[config.mk]
export PLATFORM = sky130hd
export DESIGN_NAME = uwr_rx
export DESIGN_NICKNAME = d
export VERILOG_FILES = /design/src/rtl/uwr_pkg.sv /design/src/rtl/uwr_rx.sv /design/src/rtl/uwr_route.sv /design/src/rtl/uwr_buf2.sv
export SDC_FILE = /design/constraint.sdc
export NUM_CORES = 1
export LEC_CHECK = 0
export ABC_AREA = 1
export BUFFER_PORTS_ARGS = -buffer_cell sky130_fd_sc_hd__buf_4
export CORE_MARGIN = 8
export CORE_UTILIZATION = 57
export DETAILED_ROUTE_END_ITERATION = 6
export PLACE_DENSITY = 0.86
export SYNTH_ARGS = -nofsm -noshare
export SYNTH_HDL_FRONTEND = slang
export SYNTH_SLANG_ARGS = --single-unit
[constraint.sdc]
create_clock -name i_ref_clk -period 4.6 [get_ports i_ref_clk]
set_input_delay 0.23 -clock i_ref_clk [delete_from_list [all_inputs] [get_ports i_ref_clk]]
set_output_delay 0.23 -clock i_ref_clk [all_outputs]
set_load 0.03 [all_outputs]
[src/rtl/uwr_pkg.sv]
// Purpose: Shared constants and types for the receive path with wakeup and routing
// Assumes: 16 sample ticks per bit, 8 or 9 data bits
// Notes:   All timing figures are in sample ticks except IDLE_ONES_8 and IDLE_ONES_9, which are in bit times
package uwr_pkg;
	localparam int TICKS_PER_BIT = 16;
	localparam int STOP_SAMPLE_OFFSET = 7;
	localparam int IDLE_ONES_8 = 10;
	localparam int IDLE_ONES_9 = 11;
	localparam int BUF_DEPTH = 2;

	// Tick numbers inside one bit time
	localparam logic [4:0] RT_FIRST = 5'h01;
	localparam logic [4:0] RT_NEXT  = 5'h02;
	localparam logic [4:0] RT_STEP  = 5'h01;
	localparam logic [4:0] RT_V1    = 5'h03;
	localparam logic [4:0] RT_V2    = 5'h05;
	localparam logic [4:0] RT_V3    = 5'h07;
	localparam logic [4:0] RT_S1    = 5'h08;
	localparam logic [4:0] RT_S2    = 5'h09;
	localparam logic [4:0] RT_S3    = 5'h0A;
	localparam logic [4:0] RT_LAST  = 5'h10;

	localparam logic [3:0] BITS_8   = 4'h8;
	localparam logic [3:0] BITS_9   = 4'h9;
	localparam logic [3:0] IDX_STEP = 4'h1;
	localparam logic [2:0] HIST_ONES = 3'h7;

	// Ticks from start edge to first stop sample: 151 and 167
	localparam logic [7:0] STOP_AT_8 = 8'((int'(BITS_8) + 1) * TICKS_PER_BIT + STOP_SAMPLE_OFFSET);
	localparam logic [7:0] STOP_AT_9 = 8'((int'(BITS_9) + 1) * TICKS_PER_BIT + STOP_SAMPLE_OFFSET);
	localparam logic [7:0] IDLE_TICKS_8 = 8'(IDLE_ONES_8 * TICKS_PER_BIT);
	localparam logic [7:0] IDLE_TICKS_9 = 8'(IDLE_ONES_9 * TICKS_PER_BIT);
	localparam logic [7:0] CNT_STEP = 8'h01;

	localparam logic WAKE_IDLE = 1'b0;
	localparam logic WAKE_ADDR = 1'b1;
	localparam logic SRC_LOOP  = 1'b0;
	localparam logic SRC_PIN   = 1'b1;
	localparam logic DIR_IN    = 1'b0;
	localparam logic DIR_OUT   = 1'b1;

	typedef enum logic [1:0] {ST_HUNT, ST_START, ST_DATA, ST_STOP} uwr_state_type;

	typedef struct packed {
		logic [8:0] data;
		logic       noise;
		logic       framing;
		logic       full;
	} uwr_rx_word_type;

	typedef struct packed {
		logic internal_loop_select;
		logic receive_source_select;
		logic single_pin_direction;
		logic receive_polarity;
		logic transmitter_enable;
	} uwr_route_cfg_type;
endpackage

[src/rtl/uwr_rx.sv]
// Purpose: Receiver with stop-bit checks, in-frame resync, standby wakeup and input routing
// Assumes: i_sample_tick pulses once per sample at 16x the bit rate
// Notes:   Received words pass through a two-entry buffer
`timescale 1ns/100ps
module uwr_rx (
	input  wire logic                       i_ref_clk,
	input  wire logic                       i_rst,
	input  wire logic                       i_ce,
	input  wire logic                       i_sample_tick,
	input  wire logic                       i_rx_pin,
	input  wire logic                       i_tx_pin,
	input  wire logic                       i_tx_out,
	output logic                            o_tx_pin,
	output logic                            o_tx_pin_oe_n,
	input  wire uwr_pkg::uwr_route_cfg_type i_cfg,
	input  wire logic                       i_receiver_enable,
	input  wire logic                       i_nine_bit,
	input  wire logic                       i_wake_select,
	input  wire logic                       i_idle_count_start_select,
	input  wire logic                       i_standby_set,
	input  wire logic                       i_standby_clr,
	input  wire logic                       i_idle_clr,
	input  wire logic                       i_overrun_clr,
	input  wire logic                       i_rx_irq_enable,
	input  wire logic                       i_idle_irq_enable,
	output uwr_pkg::uwr_rx_word_type        o_rx_word,
	output logic                            o_rx_valid,
	input  wire logic                       i_rx_ready,
	output logic                            o_receive_full_flag,
	output logic                            o_idle_flag,
	output logic                            o_overrun,
	output logic                            o_standby_request,
	output logic                            o_rx_irq
);
	import uwr_pkg::*;

	function automatic logic maj3(input logic a, input logic b, input logic c);
		maj3 = (a & b) | (a & c) | (b & c);
	endfunction

	function automatic logic same3(input logic a, input logic b, input logic c);
		same3 = (a == b) && (b == c);
	endfunction

	////////////////////////////////////////////////////////////////////////////
	logic            tk;
	logic            rx_line;
	uwr_state_type   state;
	logic [4:0]      rt;
	logic [3:0]      bit_idx;
	logic [2:0]      hist;
	logic [1:0]      smp;
	logic            last_bit;
	logic            prev_s;
	logic [8:0]      data;
	logic            noise;
	logic [7:0]      ft;
	logic            resynced;
	logic [7:0]      idle_cnt;
	logic            idle_armed;
	logic            standby;
	uwr_rx_word_type pend;
	logic            pend_v;
	logic            buf_ready;
	logic [3:0]      nbits;
	logic [7:0]      idle_thr;
	logic            vote;
	logic            fall;
	logic            late;
	logic            early;
	logic            data_dec;
	logic            stop_first;
	logic            stop_dec;
	logic            addr_hit;
	logic            line_idle;
	logic            wake_idle;
	logic            idle_set;
	logic            in_frame;

	assign tk = i_ce && i_sample_tick;
	assign nbits = i_nine_bit ? BITS_9 : BITS_8;
	assign idle_thr = i_nine_bit ? IDLE_TICKS_9 : IDLE_TICKS_8;
	assign in_frame = state == ST_DATA || state == ST_STOP;
	assign vote = maj3(smp[0], smp[1], rx_line);
	assign data_dec = tk && state == ST_DATA && rt == RT_S3;
	assign stop_first = tk && state == ST_STOP && rt == RT_S1;
	assign stop_dec = tk && state == ST_STOP && rt == RT_S3;

	// Edge is valid only after a bit already decided as one
	assign fall = tk && in_frame && prev_s && !rx_line && last_bit;
	assign late = fall && rt > RT_FIRST && rt < RT_S1;
	assign early = fall && state == ST_DATA && rt > RT_S3;

	// Last data bit is the MSB for either length
	assign addr_hit = data_dec && bit_idx == nbits && vote && standby &&
		i_wake_select == WAKE_ADDR;

	assign line_idle = idle_cnt >= idle_thr;
	assign wake_idle = standby && i_wake_select == WAKE_IDLE && line_idle;
	assign idle_set = idle_armed && line_idle && !standby;

	////////////////////////////////////////////////////////////////////////////
	uwr_route u_route (
		.i_rx_pin      (i_rx_pin),
		.i_tx_pin      (i_tx_pin),
		.i_tx_out      (i_tx_out),
		.i_cfg         (i_cfg),
		.o_rx_line     (rx_line),
		.o_tx_pin      (o_tx_pin),
		.o_tx_pin_oe_n (o_tx_pin_oe_n)
	);

	////////////////////////////////////////////////////////////////////////////
	// Frame sequencer and tick counter
	always_ff @(posedge i_ref_clk or posedge i_rst) begin
		if (i_rst) begin
			state <= ST_HUNT;
			rt <= RT_FIRST;
			bit_idx <= 4'h0;
			resynced <= 1'b0;
		end else if (i_ce) begin
			if (!i_receiver_enable) begin
				state <= ST_HUNT;
			end else if (tk) begin
				case (state)
					ST_HUNT: begin
						if (hist == HIST_ONES && !rx_line) begin
							state <= ST_START;
							rt <= RT_NEXT;
							resynced <= 1'b0;
						end
					end
					ST_START: begin
						if (rt == RT_V3 && maj3(smp[0], smp[1], rx_line)) begin
							state <= ST_HUNT;
						end else if (rt == RT_LAST) begin
							state <= ST_DATA;
							rt <= RT_FIRST;
							bit_idx <= IDX_STEP;
						end else begin
							rt <= rt + RT_STEP;
						end
					end
					ST_DATA: begin
						if (late) begin
							rt <= RT_NEXT;
							resynced <= 1'b1;
						end else if (early || rt == RT_LAST) begin
							rt <= early ? RT_NEXT : RT_FIRST;
							resynced <= resynced | early;
							bit_idx <= bit_idx + IDX_STEP;
							if (bit_idx == nbits) begin
								state <= ST_STOP;
							end
						end else begin
							rt <= rt + RT_STEP;
						end
					end
					ST_STOP: begin
						if (late) begin
							rt <= RT_NEXT;
							resynced <= 1'b1;
						end else if (rt == RT_S3) begin
							state <= ST_HUNT;
						end else begin
							rt <= rt + RT_STEP;
						end
					end
					default: begin
						state <= ST_HUNT;
					end
				endcase
			end
		end
	end

	////////////////////////////////////////////////////////////////////////////
	// Line samples, votes and shifted data
	always_ff @(posedge i_ref_clk or posedge i_rst) begin
		if (i_rst) begin
			hist <= 3'h0;
			smp <= 2'h0;
			prev_s <= 1'b1;
			last_bit <= 1'b0;
			data <= 9'h000;
			noise <= 1'b0;
		end else if (tk) begin
			hist <= {hist[1:0], rx_line};
			prev_s <= rx_line;
			if (state == ST_HUNT) begin
				data <= 9'h000;
				noise <= 1'b0;
				last_bit <= 1'b0;
			end else if (state == ST_START) begin
				if (rt == RT_V1) begin
					smp[0] <= rx_line;
				end
				if (rt == RT_V2) begin
					smp[1] <= rx_line;
				end
				if (rt == RT_V3) begin
					noise <= smp[0] | smp[1] | rx_line;
				end
			end else begin
				if (rt == RT_S1) begin
					smp[0] <= rx_line;
				end
				if (rt == RT_S2) begin
					smp[1] <= rx_line;
				end
				if (data_dec) begin
					data[4'(bit_idx - IDX_STEP)] <= vote;
					last_bit <= vote;
					noise <= noise | !same3(smp[0], smp[1], rx_line);
				end
			end
		end
	end

	// Helper for stop timing; counts ticks since the start edge
	always_ff @(posedge i_ref_clk or posedge i_rst) begin
		if (i_rst) begin
			ft <= 8'h00;
		end else if (tk) begin
			ft <= (state == ST_HUNT) ? CNT_STEP : ft + CNT_STEP;
		end
	end

	////////////////////////////////////////////////////////////////////////////
	// Completed frame, framing and noise decisions
	always_ff @(posedge i_ref_clk or posedge i_rst) begin
		if (i_rst) begin
			pend <= '0;
			pend_v <= 1'b0;
		end else if (i_ce) begin
			pend_v <= stop_dec;
			if (stop_dec) begin
				pend.data <= data;
				pend.noise <= noise | !same3(smp[0], smp[1], rx_line);
				pend.framing <= !vote;
				pend.full <= !standby;
			end
		end
	end

	// A word the buffer cannot take is dropped and reported
	always_ff @(posedge i_ref_clk or posedge i_rst) begin
		if (i_rst) begin
			o_overrun <= 1'b0;
		end else if (i_ce) begin
			if (pend_v && !buf_ready) begin
				o_overrun <= 1'b1;
			end else if (i_overrun_clr) begin
				o_overrun <= 1'b0;
			end
		end
	end

	uwr_buf2 u_buf (
		.i_ref_clk (i_ref_clk),
		.i_rst     (i_rst),
		.i_ce      (i_ce),
		.i_valid   (pend_v),
		.o_ready   (buf_ready),
		.i_word    (pend),
		.o_valid   (o_rx_valid),
		.i_ready   (i_rx_ready),
		.o_word    (o_rx_word)
	);

	assign o_receive_full_flag = o_rx_valid && o_rx_word.full;

	////////////////////////////////////////////////////////////////////////////
	// Standby; a software set wins over any clear in the same cycle
	always_ff @(posedge i_ref_clk or posedge i_rst) begin
		if (i_rst) begin
			standby <= 1'b0;
		end else if (i_ce) begin
			if (i_standby_set) begin
				standby <= 1'b1;
			end else if (i_standby_clr || wake_idle || addr_hit) begin
				standby <= 1'b0;
			end
		end
	end

	assign o_standby_request = standby;

	////////////////////////////////////////////////////////////////////////////
	// Idle detection on the receiver input
	always_ff @(posedge i_ref_clk or posedge i_rst) begin
		if (i_rst) begin
			idle_cnt <= 8'h00;
		end else if (tk) begin
			if (!rx_line || (i_idle_count_start_select && state != ST_HUNT)) begin
				idle_cnt <= 8'h00;
			end else if (!line_idle) begin
				idle_cnt <= idle_cnt + CNT_STEP;
			end
		end
	end

	always_ff @(posedge i_ref_clk or posedge i_rst) begin
		if (i_rst) begin
			idle_armed <= 1'b0;
			o_idle_flag <= 1'b0;
		end else if (i_ce) begin
			if (pend_v && pend.full) begin
				idle_armed <= 1'b1;
			end else if (idle_set || wake_idle) begin
				idle_armed <= 1'b0;
			end
			if (idle_set) begin
				o_idle_flag <= 1'b1;
			end else if (i_idle_clr) begin
				o_idle_flag <= 1'b0;
			end
		end
	end

	// No request of any kind leaves while in standby
	assign o_rx_irq = !standby && ((o_receive_full_flag && i_rx_irq_enable) ||
		(o_idle_flag && i_idle_irq_enable));
endmodule

[src/rtl/uwr_route.sv]
// Purpose: Selects the receiver input and the transmit pin direction
// Assumes: Pin levels already resolved by the surrounding pad logic
// Notes:   Purely combinational
`timescale 1ns/100ps
module uwr_route (
	input  wire logic                       i_rx_pin,
	input  wire logic                       i_tx_pin,
	input  wire logic                       i_tx_out,
	input  wire uwr_pkg::uwr_route_cfg_type i_cfg,
	output logic                            o_rx_line,
	output logic                            o_tx_pin,
	output logic                            o_tx_pin_oe_n
);
	import uwr_pkg::*;

	logic raw;
	logic pin_listen;

	assign pin_listen = i_cfg.internal_loop_select && i_cfg.receive_source_select == SRC_PIN;

	always_comb begin
		if (!i_cfg.internal_loop_select) begin
			raw = i_rx_pin;
		end else if (i_cfg.receive_source_select == SRC_PIN) begin
			raw = i_tx_pin;
		end else begin
			raw = i_tx_out;
		end
	end

	// Polarity applies on every source; loop needs matching transmit polarity
	assign o_rx_line = raw ^ i_cfg.receive_polarity;
	assign o_tx_pin = i_tx_out;
	assign o_tx_pin_oe_n = !(i_cfg.transmitter_enable &&
		!(pin_listen && i_cfg.single_pin_direction == DIR_IN));
endmodule

[src/rtl/uwr_buf2.sv]
// Purpose: Two-entry buffer between frame completion and the reader
// Assumes: One push and one pop per cycle at most
// Notes:   Ready is low only when both entries hold words
`timescale 1ns/100ps
module uwr_buf2 (
	input  wire logic                     i_ref_clk,
	input  wire logic                     i_rst,
	input  wire logic                     i_ce,
	input  wire logic                     i_valid,
	output logic                          o_ready,
	input  wire uwr_pkg::uwr_rx_word_type i_word,
	output logic                          o_valid,
	input  wire logic                     i_ready,
	output uwr_pkg::uwr_rx_word_type      o_word
);
	import uwr_pkg::*;

	uwr_rx_word_type mem [BUF_DEPTH];
	logic            wp;
	logic            rp;
	logic [1:0]      cnt;
	logic            push;
	logic            pop;

	assign o_ready = cnt != 2'(BUF_DEPTH);
	assign o_valid = cnt != 2'h0;
	assign o_word = mem[rp];
	assign push = i_ce && i_valid && o_ready;
	assign pop = i_ce && o_valid && i_ready;

	always_ff @(posedge i_ref_clk) begin
		if (push) begin
			mem[wp] <= i_word;
		end
	end

	always_ff @(posedge i_ref_clk or posedge i_rst) begin
		if (i_rst) begin
			wp <= 1'b0;
			rp <= 1'b0;
			cnt <= 2'h0;
		end else begin
			if (push) begin
				wp <= ~wp;
			end
			if (pop) begin
				rp <= ~rp;
			end
			cnt <= cnt + 2'(push) - 2'(pop);
		end
	end
endmodule

==> flow_summary.yaml, run 1 <==
outcome:
  status: "finished, final reports clean"
route:
  wl_per_cell_um: 13.8
  wirelength_um: 8840
  vias: 3383
  ant_nets: 0
  vias_per_cell: 5.29
  drt_iter0_drc: 217
  drc: 0
  first_pass_iters: 5
synthesis:
  yosysTopAreaCellShare_pct: 31.4
  ys_top_cells_by_area: "dfrtp_1 (31%), edfxtp_1 (16%), nand2_1 (11%)"
  synth_seq_cells: 81
  yosysWarnings: 0
  synth_fp_nets: 525
  synthFlopType: "dfrtp_1"
  synth_most_common_cell: "nand2_1"
  yosys-top-cells-count: "nand2_1 (127), dfrtp_1 (55), inv_1 (52)"
  synth_edf_count: 24
  ys_seq_area_share_pct: 49.0
  synth_cells: 486
  synth_area_mm2: 0.00439
  synth.avg_cell_area_um2: 9.03
  synth_area_leader_cell: "dfrtp_1"
  ys_types: 39
  ys_async_sr_fraction_pct: 70.4
grt:
  grt_use_total_pct: 17.0
  antenna_found_initial: 0
  grt_pass1_vias: 3405
  gr-total-overflow: 0
  grt_pass1_wl_um: 15400
  grt_max_degree: 58
layout:
  multi_input_area_mm2: 0.00196
  fin_util_pct: 65.4
  fill_cells: 583
  fin_area_mm2: 0.00497
  drive_above_1_share_pct: 20.3
  fin_nets: 571
  area_delta_synth_final_pct: 13.3
  seq_area_mm2: 0.00215
  diodes: 0
critical_path:
  worst-setup-path-type: "flip-flop to primary output"
  critPathMaxFanout: 14
  startpoint_type: "flip-flop"
  worstPathArrival_ps: 1830
  crit_start: "u_buf.rp"
  critical_path.endpoint_type: "primary output"
  reg2reg_from: "rt[0]"
  required_ps: 4370
clock_tree:
  cts_tree: "done"
  numCtsBuffers: 9
  clock_latency_ps: 360
  cts_buffer_depth: 2
  post_cts_resized: 0
  numClockSinks: 81
  path_clk_slew_ps: 90
  postCtsSetupBuffers: 0
  root_buffer: "clkbuf_8"
  ctsHoldBuffers: 0
  htree_levels: 3
timing:
  tightest_slew_ps: 1040
  skew_ps: 11.2
  setup_viol: 0
  post-route-period-util_pct: 44.8
  fin_crit_ps: 2060
  slew_viol_final: 0
  max_freq_mhz: 485
  hold_ws_ps: 65.7
  maxSlewHeadroom_pct: 30.3
  hold_viol_final: 0
  tns_ps: 0
  rsz0062_at_grt: "no"
pwr:
  finalPower_mw: 2.24
  ir_worst_vdd_mv: 0.277
  p_per_area_mw_per_mm2: 450
  leakagePower_nw: 2.37
place:
  dpl.hpwl_um: 6650
  place.gp.congestion: 0.922
  io_buffer_count: 42
  placed_cell_area_mm2: 0.00478
job:
  cap_violations: 0
floorplanning:
  die_h_um: 104
  num_io_pins: 43
  initial_core_util_pct: 57.7
  coreArea_mm2: 0.00761
  die_w_um: 104
  rows: 32
  dieArea_mm2: 0.0108
worst_hold_path:
  hp-class: "input pin to async pin"
## per-stage QoR
stage,cells,worst slack [ps]
after floorplan,486,2760
after global placement,623,2590
after detailed placement,623,2520
after CTS,639,2480
after global routing,639,2370
final,639,2540
## cell type report
type                            count  area share, %
Sequential cell                    81           43.2
Multi-Input combinational cell    340           39.5
Timing Repair Buffer               43           6.49
Inverter                           57           4.40
Clock buffer                       11           2.64
Tap cell                          102           2.57
Clock inverter                      5           1.16
## cell usage in the layout (no fill, tap or decap)
cell type	synthesis	layout
a21boi_4	1	1
a21oi_1	12	12
a21oi_2	1	1
and3_1	1	1
buf_4	2	43
bufinv_16	0	1
clkbuf_1	1	2
clkbuf_8	0	9
clkinv_2	0	2
clkinv_4	1	3
dfrtp_1	55	55
dfstp_2	2	2
edfxtp_1	24	24
ha_1	16	16
inv_1	52	51
inv_2	4	5
mux2_2	20	20
nand2_1	127	127
nand2_2	5	5
nand3_1	27	27
nand3_2	5	5
nand3b_1	4	4
nand3b_4	1	1
nand4_1	5	5
nor2_1	40	40
nor2_2	5	5
nor2_4	4	4
nor3_1	6	6
nor3_2	1	1
nor3_4	1	1
o2111ai_1	1	1
o211ai_1	3	3
o21ai_0	25	25
o21ai_1	2	2
o22ai_1	1	1
o31ai_1	8	8
or2_1	1	1
xnor2_1	8	8
xor2_1	9	9
## worst max-delay path, cell delays in order (launching register included)
cell,delay (ps)
dfrtp_1,680
o21ai_0,220
nor2_1,190
nand2_1,70
a21oi_1,130
buf_4,180
## per-layer routing
metal | routed length, µm | track usage (%)
met1 | 3690 | 19.5
met2 | 4580 | 29.8
met3 | 424 | 4.28
met4 | 141 | 6.62
met5 | 0 | 0
## where the power goes
part	internal [mW]	total, mW	switching [mW]
combinational	0.312	0.820	0.508
sequential	0.804	0.909	0.104
clock	0.251	0.510	0.258
total	1.37	2.24	0.870
## logic make-up (layout without fill, tap and decap cells)
group	count (synthesis)	count (layout)	synth area share [%]
xor gates and xnor gates	17	17	3.39
buffers and inverters	65	116	6.24
DFF	81	81	49.0
muxes	20	20	5.13
adders and majority gates	16	16	4.56
and+or+nand+nor	233	233	24.4
AOI/OAI and AO/OA	54	54	7.30
## sequential cells by signal (all words and copies together), names as in the netlist, 2 cells and up
signal / flops
bit_idx: 4
data: 9
hist: 3
idle_cnt: 8
pend: 12
rt: 5
smp: 2
state: 2
u_buf.cnt: 2
u_buf.mem: 24
## path summary, 6_finish.rpt
kind,end,slack [ps],cells past startpoint
setup / recovery,o_rx_irq,2540,5
hold / removal,rt[1],70,3
setup reg to reg,bit_idx[1],2610,10
hold reg to reg,u_buf.mem[0][5],460,0
max in group asynchronous,hist[2],4070,3
min in group i_ref_clk,o_standby_request,70,3
Power figures use the tool's default switching activity.
==> run 2: changes to the inputs <==
Clock period 4.6 ns to 1.9 ns, I/O delays scaled along.
==> run 2 against run 1 <==
  * Setup slack lost 2500 ps
  * Routed wire length grew 11%
  * Combinational power grew to 2.9 times the previous value
  * Largest power group is now combinational cells
  * Highest routed layer unchanged
  * Register-to-register slack lost 2500 ps
==> flow_summary.yaml, run 2 (synthesized netlist as in run 1, its figures left out) <==
worst_hold_path:
  holdPathEnd: "u_buf.rp"
  hp-start: "i_rx_ready"
  holdPathStages: 3
  hp-class: "input pin to flip-flop"
clock_tree:
  cts_buffer_depth: 2
  root_buffer: "clkbuf_8"
  numClockSinks: 81
  numCtsBuffers: 9
  path_clk_slew_ps: 90
  htree_levels: 3
  clock_latency_ps: 360
  cts_tree: "done"
route:
  drc: 0
  met3_length_um: 494
  vias: 3598
  drt_iter0_drc: 244
  wirelength_um: 9790
  ant_nets: 0
  wl_per_cell_um: 14.6
  first_pass_iters: 5
  met2_length_um: 5090
  m1WireLength_um: 4050
  vias_per_cell: 5.38
  routed.top_layer: "met4"
timing:
  rsz0062_at_grt: "yes"
  maxSlewHeadroom_pct: 68.8
  post-route-period-util_pct: 95.9
  max_freq_mhz: 549
  fin_crit_ps: 1820
  slew_viol_final: 0
  hold_ws_ps: 57.1
  tightest_slew_ps: 467
  hold_viol_final: 0
  setup_viol: 0
  skew_ps: 13.8
critical_path:
  r2r_end: "data[0]"
  critical_path.endpoint_type: "flip-flop"
  worst-setup-path-type: "flip-flop to flip-flop"
  crit_family: "simple AND/OR/NAND/NOR gates"
  slowest_delay_ps: 470
  crit_chain: "inv_1 -> nand3_2 -> nor2_4 -> nand2_1 -> nor2_4 -> nor2_1 -> nor3_4 -> o21ai_0 -> nand2_1 -> nand2_1"
  startpoint_type: "flip-flop"
  required_ps: 2140
  path_buf_inv: 1
  crit_slowest_cell: "dfrtp_2"
  critPathMaxFanout: 6
  path_common_cell: "nand2_1"
  r2r_slack_ps: 80
  worstPathArrival_ps: 2060
  reg2regPathDepth: 10
  reg2reg_from: "rt[4]"
layout:
  largest_register_ffs: 24
  largestRegisters: "u_buf.mem x24, pend x12, data x9"
  diodes: 0
  mostFrequentLayoutCells: "nand2_1 (124), buf_4 (68), dfrtp_1 (51)"
  drive_above_1_share_pct: 27.2
  area_delta_synth_final_pct: 20.9
  fin_nets: 601
  regMostFlops: "u_buf.mem"
  fin_area_mm2: 0.00531
  final_common_cell: "nand2_1"
place:
  placed_cell_area_mm2: 0.00490
  io_buffer_count: 42
  place.gp.congestion: 0.997
  dpl.hpwl_um: 7110
grt:
  grt_pass1_wl_um: 16100
  grt_use_total_pct: 17.8
  grt_pass1_vias: 3513
  grt_max_degree: 23
  antenna_found_initial: 0
  gr-total-overflow: 0
job:
  cap_violations: 0
floorplanning:
  die_w_um: 104
  die_h_um: 104
  coreArea_mm2: 0.00761
  rows: 32
  num_io_pins: 43
  dieArea_mm2: 0.0108
  initial_core_util_pct: 57.7
pwr:
  leakagePower_nw: 2.51
  p_per_area_mw_per_mm2: 1100
  ir_worst_vdd_mv: 0.843
outcome:
  status: "finished, final reports clean"
[run 2: cell types whose count changed in the layout (fill, tap and decap cells not counted), sizes merged]
cell / delta
nor3: +1
buf: +25
clkinv: -2
clkinvlp: +2
dlygate4sd3: +4
inv: +2
clkbuf: -2
[run 2: worst reg2reg max path: cells and delay by family, from the launching register on]
| family | cells | cell delay [ps] |
|---|---|---|
| simple gates | 8 | 970 |
| flops | 1 | 470 |
| compound gates | 1 | 150 |
| buf+inv | 1 | 110 |
[run 2: final cells by class]
class | instances | area [µm²]
fill | 559 | 2300
multi-input combinational | 341 | 2050
sequential | 81 | 2150
tap | 102 | 128
timing repair buffer | 72 | 551
inverter | 57 | 219
clock inverter | 7 | 78.8
clock buffer | 9 | 124
[run 2: worst max-delay path by stage]
stage	startpoint	to	slack, ps	cells past startpoint
3_5_place_dp	rt[1]	bit_idx[3]	-20	13
5_1_grt	rt[4]	data[6]	-40	10
2_1_floorplan	u_buf.rp	o_rx_irq	200	5
6_report	rt[4]	data[0]	80	10
4_1_cts	rt[1]	bit_idx[3]	30	13
3_3_place_gp	rt[1]	bit_idx[2]	60	13
[run 2: metal layers]
layer  vias up  GRT usage, %
li1       1750             -
met4         0          6.93
met1      1713          20.3
met3        18          4.58
met5         -             0
met2       117          31.2
[run 2: per-stage QoR]
| step | worst slack (ps) | std cells | setup TNS (ps) | power, mW | util, % |
|---|---|---|---|---|---|
| 2_1_floorplan | 198 | 486 | 0 | 3.66 | - |
| 3_3_place_gp | 64.1 | 639 | 0 | 4.26 | 64.5 |
| 3_5_place_dp | -17.5 | 639 | -68.1 | 4.35 | 64.5 |
| 5_1_grt | -41.9 | 669 | -200 | 6.15 | 69.7 |
| 6_report | 78.5 | 669 | 0 | 5.82 | 69.7 |
| 4_1_cts | 25.6 | 659 | 0 | 5.65 | 67.7 |
[run 2: report_power, final]
part / total [mW] / switching [mW] / internal (mW)
Clock: 1.29 / 0.672 / 0.621
Sequential: 2.14 / 0.190 / 1.95
Combinational: 2.38 / 1.45 / 0.939
[run 2: timing repair]
action / in CTS / in global routing
gates resized for setup: 2 / 24
cloned: 0 / 1
endpoints found under the hold margin: 21 / 0
pin swaps: 0 / 8
setup endpoints to repair: 4 / 28
hold buffers: 4 / 0
buffers inserted: 0 / 9
